==> src/hdl/gpib_rl_pkg.sv <==
package gpib_rl_pkg;
  // Register byte offsets
  localparam logic [7:0] CFG_OFS      = 8'h00;
  localparam logic [7:0] STAT_OFS     = 8'h04;
  // CONFIG fields
  localparam int         CFG_ADDR_LSB = 0;
  localparam int         CFG_SET_BIT  = 8;
  localparam logic [4:0] ADDR_RST     = 5'h01;
  localparam logic [4:0] ADDR_MAX     = 5'h1e;
  localparam logic       SET_RST      = 1'b0;
  // STATUS fields
  localparam int         ST_REMOTE    = 0;
  localparam int         ST_LOCKOUT   = 1;
  localparam int         ST_LISTEN    = 2;
  localparam int         ST_TALK      = 3;
  localparam int         ST_SPOLL     = 4;
  localparam int         ST_LEGACY    = 5;
  localparam int         ST_PENDING   = 6;
  // Bus command bytes, seven bits, sent with attention true
  localparam logic [6:0] CMD_GTL      = 7'h01;
  localparam logic [6:0] CMD_SDC      = 7'h04;
  localparam logic [6:0] CMD_PPC      = 7'h05;
  localparam logic [6:0] CMD_GET      = 7'h08;
  localparam logic [6:0] CMD_TCT      = 7'h09;
  localparam logic [6:0] CMD_LLO      = 7'h11;
  localparam logic [6:0] CMD_DCL      = 7'h14;
  localparam logic [6:0] CMD_PPU      = 7'h15;
  localparam logic [6:0] CMD_SPE      = 7'h18;
  localparam logic [6:0] CMD_SPD      = 7'h19;
  localparam logic [6:0] CMD_UNL      = 7'h3f;
  localparam logic [6:0] CMD_UNT      = 7'h5f;
  localparam logic [1:0] GRP_LISTEN   = 2'h1;
  localparam logic [1:0] GRP_TALK     = 2'h2;
  // Cycles after reset release before the stored set is sampled
  localparam logic [1:0] BOOT_DONE    = 2'h3;

  typedef enum logic [1:0] {
    NET_REM_ON   = 2'h0,
    NET_REM_OFF  = 2'h1,
    NET_LOCK_ON  = 2'h2,
    NET_LOCK_OFF = 2'h3
  } net_cmd_t;

  typedef struct packed {
    logic     valid;
    net_cmd_t cmd;
  } net_req_t;

  typedef struct packed {
    logic in_msg;
    logic out_q;
    logic opc;
    logic wait_abort;
  } clear_act_t;
endpackage : gpib_rl_pkg

==> src/hdl/gpib_remote_local_control.sv <==
// The implementer's own choices: register access over Wishbone and the address map.
`timescale 1ns/10ps
// How it works
// - Own bus address 0..30, respond only there
// - Command set change applies at next power-up
// - Legacy set rejects standard commands, network
// - Interface clear idles talker, listener, halts sending
// - Remote enable line moves remote and local
// - Parallel poll, take control ignored
// - Go-to-local while listener enters local mode
// - Selected clear drops input message, output queue
// - Device clear drops pending OPC, aborts waits
// - Legacy trigger reports configuration and status
// - Local lockout blocks output switch to local
// - Universal clear does same as selected clear
// - Serial poll enable puts talker in poll
// - Serial poll disable leaves poll mode
// - Selected clear needs addressing, universal does not
// - Network remote on enters remote, lights lamp
// - Remote disables panel except output switch
// - Output switch to local unless lockout
// - Network remote off goes local despite lockout
// - Mode change keeps all settings unchanged
module gpib_remote_local_control (
  // Clock and reset
  input  wire logic                    i_core_clk,
  input  wire logic                    i_nrst,
  // Wishbone slave
  input  wire logic                    i_wb_cyc,
  input  wire logic                    i_wb_stb,
  input  wire logic                    i_wb_we,
  input  wire logic [7:0]              i_wb_adr,
  input  wire logic [31:0]             i_wb_dat,
  input  wire logic [3:0]              i_wb_sel,
  output logic      [31:0]             o_wb_dat,
  output logic                         o_wb_ack,
  // Bus pins, asserted high, asynchronous
  input  wire logic                    i_atn,
  input  wire logic                    i_ifc,
  input  wire logic                    i_ren,
  input  wire logic                    i_dav,
  input  wire logic [7:0]              i_dio,
  // Front panel and stored command set, asynchronous
  input  wire logic                    i_sw_local,
  input  wire logic                    i_nv_legacy,
  // Network command path, core clock
  input  wire gpib_rl_pkg::net_req_t   i_net_req,
  // Mode and action outputs
  output logic                         o_remote_lamp,
  output logic                         o_panel_enable,
  output logic                         o_lockout,
  output logic                         o_listen,
  output logic                         o_talk,
  output logic                         o_spoll,
  output logic                         o_halt_tx,
  output gpib_rl_pkg::clear_act_t      o_clear,
  output logic                         o_trig_report,
  output logic                         o_std_reject,
  output logic                         o_net_enable,
  output logic                         o_nv_legacy_sel
);

  // Synchronisers for everything that arrives from pins
  logic [13:0] sync1_ff;
  logic [13:0] sync2_ff;
  logic        dav_d_ff;
  logic        ren_d_ff;
  logic        sw_d_ff;

  always_ff @(posedge i_core_clk or negedge i_nrst) begin
    if (!i_nrst) begin
      sync1_ff <= 14'h0000;
      sync2_ff <= 14'h0000;
      dav_d_ff <= 1'b0;
      ren_d_ff <= 1'b0;
      sw_d_ff  <= 1'b0;
    end else begin
      sync1_ff <= {i_nv_legacy, i_sw_local, i_dav, i_ren, i_ifc, i_atn, i_dio};
      sync2_ff <= sync1_ff;
      dav_d_ff <= sync2_ff[11];
      ren_d_ff <= sync2_ff[10];
      sw_d_ff  <= sync2_ff[12];
    end
  end

  wire       atn_s    = sync2_ff[8];
  wire       ifc_s    = sync2_ff[9];
  wire       ren_s    = sync2_ff[10];
  wire       dav_s    = sync2_ff[11];
  wire       sw_s     = sync2_ff[12];
  wire       nv_s     = sync2_ff[13];
  wire [6:0] cmd_byte = sync2_ff[6:0];

  // Registers
  logic [4:0] addr_ff;
  logic       set_sel_ff;
  logic       legacy_ff;
  logic       net_en_ff;
  logic [1:0] boot_ff;
  logic       remote_ff;
  logic       lockout_ff;
  logic       listen_ff;
  logic       talk_ff;
  logic       spoll_ff;
  logic       ack_ff;
  logic [31:0] rdat_ff;
  logic       halt_ff;
  logic       trig_ff;
  logic       panel_ff;
  gpib_rl_pkg::clear_act_t clear_ff;

  // Command decode; interface clear masks every byte
  wire booted   = (boot_ff == gpib_rl_pkg::BOOT_DONE);
  wire take     = atn_s && dav_s && !dav_d_ff && !ifc_s;
  wire is_mla   = take && (cmd_byte == {gpib_rl_pkg::GRP_LISTEN, addr_ff});
  wire is_mta   = take && (cmd_byte == {gpib_rl_pkg::GRP_TALK, addr_ff});
  wire is_ota   = take && (cmd_byte[6:5] == gpib_rl_pkg::GRP_TALK) && !is_mta;
  wire is_unl   = take && (cmd_byte == gpib_rl_pkg::CMD_UNL);
  wire is_unt   = take && (cmd_byte == gpib_rl_pkg::CMD_UNT);
  wire is_gtl   = take && (cmd_byte == gpib_rl_pkg::CMD_GTL) && listen_ff;
  wire is_sdc   = take && (cmd_byte == gpib_rl_pkg::CMD_SDC) && listen_ff;
  wire is_get   = take && (cmd_byte == gpib_rl_pkg::CMD_GET) && listen_ff;
  wire is_llo   = take && (cmd_byte == gpib_rl_pkg::CMD_LLO);
  wire is_dcl   = take && (cmd_byte == gpib_rl_pkg::CMD_DCL);
  wire is_spe   = take && (cmd_byte == gpib_rl_pkg::CMD_SPE);
  wire is_spd   = take && (cmd_byte == gpib_rl_pkg::CMD_SPD);
  // Poll configure, unconfigure and take control are decoded but drive no action
  wire is_ign   = take && ((cmd_byte == gpib_rl_pkg::CMD_PPC) ||
                           (cmd_byte == gpib_rl_pkg::CMD_PPU) ||
                           (cmd_byte == gpib_rl_pkg::CMD_TCT));
  wire dev_clr  = is_sdc || is_dcl;

  // Network path is dead while the legacy set is active
  wire net_ok   = i_net_req.valid && !legacy_ff;
  wire net_on   = net_ok && (i_net_req.cmd == gpib_rl_pkg::NET_REM_ON);
  wire net_off  = net_ok && (i_net_req.cmd == gpib_rl_pkg::NET_REM_OFF);
  wire net_lon  = net_ok && (i_net_req.cmd == gpib_rl_pkg::NET_LOCK_ON);
  wire net_loff = net_ok && (i_net_req.cmd == gpib_rl_pkg::NET_LOCK_OFF);

  wire ren_fall = ren_d_ff && !ren_s;
  wire sw_edge  = sw_s && !sw_d_ff;

  // Remote and lockout next state; later lines take priority
  logic nxt_remote;
  logic nxt_lockout;
  always_comb begin
    nxt_remote  = remote_ff;
    nxt_lockout = lockout_ff;
    if (is_mla && ren_s) begin
      nxt_remote = 1'b1;
    end
    if (is_llo && ren_s) begin
      nxt_lockout = 1'b1;
    end
    if (net_lon) begin
      nxt_lockout = 1'b1;
    end
    if (net_loff) begin
      nxt_lockout = 1'b0;
    end
    if (net_on) begin
      nxt_remote = 1'b1;
    end
    if (sw_edge && remote_ff && !lockout_ff) begin
      nxt_remote = 1'b0;
    end
    if (is_gtl) begin
      nxt_remote = 1'b0;
    end
    if (net_off) begin
      nxt_remote = 1'b0;
    end
    if (ren_fall) begin
      nxt_remote  = 1'b0;
      nxt_lockout = 1'b0;
    end
  end

  // Talker and listener addressing
  logic nxt_listen;
  logic nxt_talk;
  logic nxt_spoll;
  always_comb begin
    nxt_listen = listen_ff;
    nxt_talk   = talk_ff;
    nxt_spoll  = spoll_ff;
    if (is_mla) begin
      nxt_listen = 1'b1;
      nxt_talk   = 1'b0;
    end
    if (is_mta) begin
      nxt_talk   = 1'b1;
      nxt_listen = 1'b0;
    end
    if (is_ota || is_unt) begin
      nxt_talk = 1'b0;
    end
    if (is_unl) begin
      nxt_listen = 1'b0;
    end
    if (is_spe) begin
      nxt_spoll = 1'b1;
    end
    if (is_spd) begin
      nxt_spoll = 1'b0;
    end
    if (ifc_s) begin
      nxt_listen = 1'b0;
      nxt_talk   = 1'b0;
      nxt_spoll  = 1'b0;
    end
  end

  // Mode flops; switching mode drives no clear or setting action
  always_ff @(posedge i_core_clk or negedge i_nrst) begin
    if (!i_nrst) begin
      remote_ff  <= 1'b0;
      lockout_ff <= 1'b0;
      listen_ff  <= 1'b0;
      talk_ff    <= 1'b0;
      spoll_ff   <= 1'b0;
      panel_ff   <= 1'b1;
    end else begin
      remote_ff  <= nxt_remote;
      lockout_ff <= nxt_lockout;
      listen_ff  <= nxt_listen;
      talk_ff    <= nxt_talk;
      spoll_ff   <= nxt_spoll;
      panel_ff   <= !nxt_remote;
    end
  end

  // One-cycle clear and trigger strobes; halt follows interface clear
  always_ff @(posedge i_core_clk or negedge i_nrst) begin
    if (!i_nrst) begin
      clear_ff <= '0;
      trig_ff  <= 1'b0;
      halt_ff  <= 1'b0;
    end else begin
      clear_ff.in_msg     <= dev_clr;
      clear_ff.out_q      <= dev_clr;
      clear_ff.opc        <= dev_clr;
      clear_ff.wait_abort <= dev_clr;
      trig_ff             <= is_get && legacy_ff;
      halt_ff             <= ifc_s;
    end
  end

  // Stored set is sampled once after release; later writes only
  // change the value handed to storage for the next power-up
  wire wr_now = i_wb_cyc && i_wb_stb && i_wb_we && ack_ff;
  wire cfg_wr = wr_now && (i_wb_adr == gpib_rl_pkg::CFG_OFS);
  wire [4:0] wr_addr = i_wb_dat[gpib_rl_pkg::CFG_ADDR_LSB +: 5];
  wire addr_ok = cfg_wr && i_wb_sel[0] && (wr_addr <= gpib_rl_pkg::ADDR_MAX);
  wire set_wr  = cfg_wr && i_wb_sel[1];

  always_ff @(posedge i_core_clk or negedge i_nrst) begin
    if (!i_nrst) begin
      boot_ff    <= 2'h0;
      legacy_ff  <= gpib_rl_pkg::SET_RST;
      net_en_ff  <= 1'b1;
      set_sel_ff <= gpib_rl_pkg::SET_RST;
      addr_ff    <= gpib_rl_pkg::ADDR_RST;
    end else begin
      if (!booted) begin
        boot_ff <= boot_ff + 2'h1;
      end
      if (boot_ff == gpib_rl_pkg::BOOT_DONE - 2'h1) begin
        legacy_ff  <= nv_s;
        net_en_ff  <= !nv_s;
        set_sel_ff <= nv_s;
      end else if (set_wr) begin
        set_sel_ff <= i_wb_dat[gpib_rl_pkg::CFG_SET_BIT];
      end
      if (addr_ok) begin
        addr_ff <= wr_addr;
      end
    end
  end

  // Wishbone: ack one cycle after the request, write at the ack edge
  wire req = i_wb_cyc && i_wb_stb && !ack_ff;
  logic [31:0] cfg_word;
  logic [31:0] stat_word;
  logic [31:0] rd_mux;
  always_comb begin
    cfg_word = 32'h0000_0000;
    cfg_word[gpib_rl_pkg::CFG_ADDR_LSB +: 5] = addr_ff;
    cfg_word[gpib_rl_pkg::CFG_SET_BIT]       = set_sel_ff;
    stat_word = 32'h0000_0000;
    stat_word[gpib_rl_pkg::ST_REMOTE]  = remote_ff;
    stat_word[gpib_rl_pkg::ST_LOCKOUT] = lockout_ff;
    stat_word[gpib_rl_pkg::ST_LISTEN]  = listen_ff;
    stat_word[gpib_rl_pkg::ST_TALK]    = talk_ff;
    stat_word[gpib_rl_pkg::ST_SPOLL]   = spoll_ff;
    stat_word[gpib_rl_pkg::ST_LEGACY]  = legacy_ff;
    stat_word[gpib_rl_pkg::ST_PENDING] = set_sel_ff ^ legacy_ff;
    case (i_wb_adr)
      gpib_rl_pkg::CFG_OFS:  rd_mux = cfg_word;
      gpib_rl_pkg::STAT_OFS: rd_mux = stat_word;
      default:               rd_mux = 32'h0000_0000;
    endcase
  end

  always_ff @(posedge i_core_clk or negedge i_nrst) begin
    if (!i_nrst) begin
      ack_ff  <= 1'b0;
      rdat_ff <= 32'h0000_0000;
    end else begin
      ack_ff <= req;
      if (req) begin
        rdat_ff <= rd_mux;
      end
    end
  end

  assign o_wb_ack        = ack_ff;
  assign o_wb_dat        = rdat_ff;
  assign o_remote_lamp   = remote_ff;
  assign o_panel_enable  = panel_ff;
  assign o_lockout       = lockout_ff;
  assign o_listen        = listen_ff;
  assign o_talk          = talk_ff;
  assign o_spoll         = spoll_ff;
  assign o_halt_tx       = halt_ff;
  assign o_clear         = clear_ff;
  assign o_trig_report   = trig_ff;
  assign o_std_reject    = legacy_ff;
  assign o_net_enable    = net_en_ff;
  assign o_nv_legacy_sel = set_sel_ff;
endmodule : gpib_remote_local_control

==> config.mk <==
export PLATFORM = sky130hd
export DESIGN_NAME = gpib_remote_local_control
export DESIGN_NICKNAME = d
export VERILOG_FILES = /design/src/hdl/gpib_rl_pkg.sv /design/src/hdl/gpib_remote_local_control.sv
export SDC_FILE = /design/constraint.sdc
export NUM_CORES = 1
export LEC_CHECK = 0
export ABC_AREA = 1
export BUFFER_PORTS_ARGS = -buffer_cell sky130_fd_sc_hd__buf_2
export CORE_MARGIN = 2
export CORE_UTILIZATION = 41
export DETAILED_ROUTE_END_ITERATION = 12
export PLACE_DENSITY = 0.71
export SYNTH_ARGS = -nofsm -noshare
export SYNTH_HDL_FRONTEND = slang
export SYNTH_SLANG_ARGS = --single-unit
==> constraint.sdc <==
create_clock -name i_core_clk -period 1.45 [get_ports i_core_clk]
set_clock_uncertainty 0.05 [all_clocks]
set_input_delay 0.0725 -clock i_core_clk [delete_from_list [all_inputs] [get_ports i_core_clk]]
set_output_delay 0.0725 -clock i_core_clk [all_outputs]
set_load 0.02 [all_outputs]
==> impl_metrics.env <==
export IMPL_cts_buffers_inserted=9
export IMPL_crit_path_end="o_talk"
export IMPL_cp_slowest_cell="dfrtp_1"
export IMPL_synthFlopType="dfrtp_1"
export IMPL_cp_top_family="simple AND/OR/NAND/NOR gates"
export IMPL_first_global_vias=1731
export IMPL_clock_tree_buffer_depth=2
export IMPL_status="finished clean"
export IMPL_seqPwrFrac=0.478
export IMPL_start_util=0.4224
export IMPL_r2r_cells=6
export IMPL_critical_path_class="reg -> reg"
export IMPL_setup_slack_ns=0.1277
export IMPL_dp_hpwl_um=3341
export IMPL_synth_common_cells="nand2_1, dfrtp_1, inv_1"
export IMPL_required_ns=1.63
export IMPL_powerDensity_nw_per_um2=1106
export IMPL_via_per_inst=4.279
export IMPL_globalplace_congestion=0.8769
export IMPL_setup_viol=0
export IMPL_synth_cells=265
export IMPL_synth_edf_count=0
export IMPL_rr_endpoint="o_talk"
export IMPL_grt_ovfl_total=0
export IMPL_vdd_ir_drop_worst_mv=0.7749
export IMPL_worstSetupPathDepth=6
export IMPL_ys_ff_latch=57
export IMPL_rsz0062_at_grt="false"
export IMPL_route_detailed_drc=0
export IMPL_root_buffer="clkbuf_8"
export IMPL_hold_path_class="in -> reg"
export IMPL_reg2reg_from="sync2_ff[9]"
export IMPL_initialDrtViolationCount=85
export IMPL_r2r_slack_ns=0.13
export IMPL_max_stage_delay_ns=0.40
export IMPL_cp_arrival_ns=1.50
export IMPL_pre_cts_ws_ns=0.07440
export IMPL_drv_slew=0
export IMPL_maxClockFrequency_ghz=0.7563
export IMPL_dieArea_um2=6741
export IMPL_cp_start_kind="flip-flop"
export IMPL_worst_path_buf_inv=0
export IMPL_worstPathMaxFanout=4
export IMPL_place_area_um2=2814
export IMPL_drv_cap=0
export IMPL_die_w_um=82.11
export IMPL_htreeDepth=3
export IMPL_dr_pass1_iters=4
export IMPL_cts_tree="built"
export IMPL_fin_crit_ns=1.322
export IMPL_yosysTopAreaCellShare=0.5403
export IMPL_synth_area_um2=2501
export IMPL_p_clk_frac=0.411
export IMPL_clock_latency_ns=0.33
export IMPL_fin_area_um2=3244
export IMPL_yosys_warnings=0
export IMPL_synth_cell_types=28
export IMPL_post_route_util=0.5480
export IMPL_synth_area_leaders="dfrtp_1, nand2_1, buf_4, inv_1, nor2_1"
export IMPL_clock_sinks=57
export IMPL_rows=28
export IMPL_path_cells="nor2_1 > nand2_1 > nor2_2 > nand4_1 > nand2_1 > a21oi_2"
export IMPL_nNetsFinal=425
export IMPL_final_layout_size_suffix_gt1_frac=0.2762
export IMPL_critical_path_startpoint="sync2_ff[9]"
export IMPL_vias=1870
export IMPL_crit_path_frequent_cell="nand2_1"
export IMPL_syn_area_per_cell_um2=9.438
export IMPL_synth_largest_area_cell="dfrtp_1"
export IMPL_ios=114
export IMPL_yosys_cell_count_top_type="nand2_1"
export IMPL_grt_pass1_wl_um=7555
export IMPL_grt_usage=0.1537
export IMPL_cts_setup_buffers=0
export IMPL_grt_max_degree=58
export IMPL_antenna_found_initial=0
export IMPL_antenna_left=0
export IMPL_ys_seq_area_frac=0.5718
export IMPL_power_switching_uw=927.0
export IMPL_cp_end_kind="flip-flop"
export IMPL_fin_tns_setup_ns=0
export IMPL_p_comb_frac=0.110
export IMPL_port_buffers=60
export IMPL_routedWlPerCell_um=10.48
export IMPL_leakage_uw=0.001720
export IMPL_path_clk_slew_ns=0.06
export IMPL_core_area_um2=5921
export IMPL_finalCritPeriodShare=0.9119
export IMPL_switching_share=0.2582
export IMPL_syn_to_final_growth_pct=29.71
export IMPL_dpl_cell_count=399
export IMPL_wl_um=4581
export IMPL_final_cells=437
export IMPL_p_int_uw=2662
export IMPL_hold_violations=0
export IMPL_async_reset_ff_frac=1.000
export IMPL_diodes=0
export IMPL_die_height_um=82.11
[power groups by stage]
stage	combinational [uW]	sequential, uW	clock [uW]
floorplan	207	1780	0
global placement	347	1750	0
detailed placement	354	1750	0
CTS	400	1720	1510
global route	444	1730	1600
finish	395	1720	1480
[cells in the final DEF, fill, tap and decap left out, drive strengths merged]
cell,instances
clkinv,3
clkinvlp,2
inv,35
nor2,31
nor3,2
nand3,18
a21boi,1
nand3b,1
o21ai,8
dlygate4sd3,22
dfrtp,54
ha,2
conb,24
dfstp,3
buf,63
clkbuf,10
a31oi,1
nor4,1
bufinv,1
xor2,1
a21oi,17
nand2,56
nand4,5
xnor2,1
[cell families (layout without fill, tap and decap cells)]
group,Yosys count,in the layout,share of synthesized area
DFF,57,57,0.5718
other,1,24,0.001499
adders and majority gates,2,2,0.01000
AOI/OAI and AO/OA,27,27,0.06004
buffers and inverters,62,136,0.1336
xor gates and xnor gates,2,2,0.007005
and+or+nand+nor,114,114,0.2161
[worst min-delay path: cells and delay by family]
family                 cells  cell delay [ns]
buffers and inverters      1             0.12
AOI/OAI and AO/OA          1             0.06
and+or+nand+nor            1             0.15
[routing by layer]
metal	routed length, um	part of all wire	GRT usage
met2	2079	0.45	0.2423
met4	78	0.017	0.06500
met5	0	0	0
met1	2120	0.46	0.1880
met3	303	0.066	0.06087
[worst min path at each step]
| stage | from | cells past startpoint | endpoint |
|---|---|---|---|
| floorplan | i_nrst | 0 | addr_ff[1] |
| global placement | i_nrst | 2 | sync1_ff[8] |
| detailed placement | i_nrst | 2 | sync1_ff[8] |
| CTS | i_wb_sel[0] | 3 | addr_ff[0] |
| global route | i_wb_sel[0] | 3 | addr_ff[0] |
| finish | i_wb_sel[0] | 3 | addr_ff[0] |
[final cells by class]
| cell class | count | area (um2) |
|---|---|---|
| clock inverters | 6 | 67.56 |
| fillers | 537 | 2676 |
| repair buffers | 85 | 555.5 |
| well taps | 75 | 93.84 |
| inverters | 35 | 131.4 |
| flip-flops and latches | 57 | 1430 |
| clock buffers | 10 | 137.6 |
| multi-input cells | 169 | 828.3 |
[sequential cells by signal (all words and copies together) (netlist names), 2 cells and up]
name / count
o_wb_dat: 8
addr_ff: 5
sync1_ff: 13
boot_ff: 2
sync2_ff: 13
[per-stage QoR]
stage / hold slack [ns] / total power, uW
2_1_floorplan: -0.2731 / 1990
3_3_place_gp: 0.03868 / 2093
3_5_place_dp: 0.04355 / 2102
4_1_cts: 0.01302 / 3629
5_1_grt: 0.03378 / 3775
6_report: 0.02041 / 3589
[what timing repair did]
action                                 CTS  global route
resized for setup                        0             3
endpoints found under the hold margin   77             0
hold buffers                            22             0
setup endpoints to repair                0             3
No activity file was read; power rests on OpenSTA's default activity.
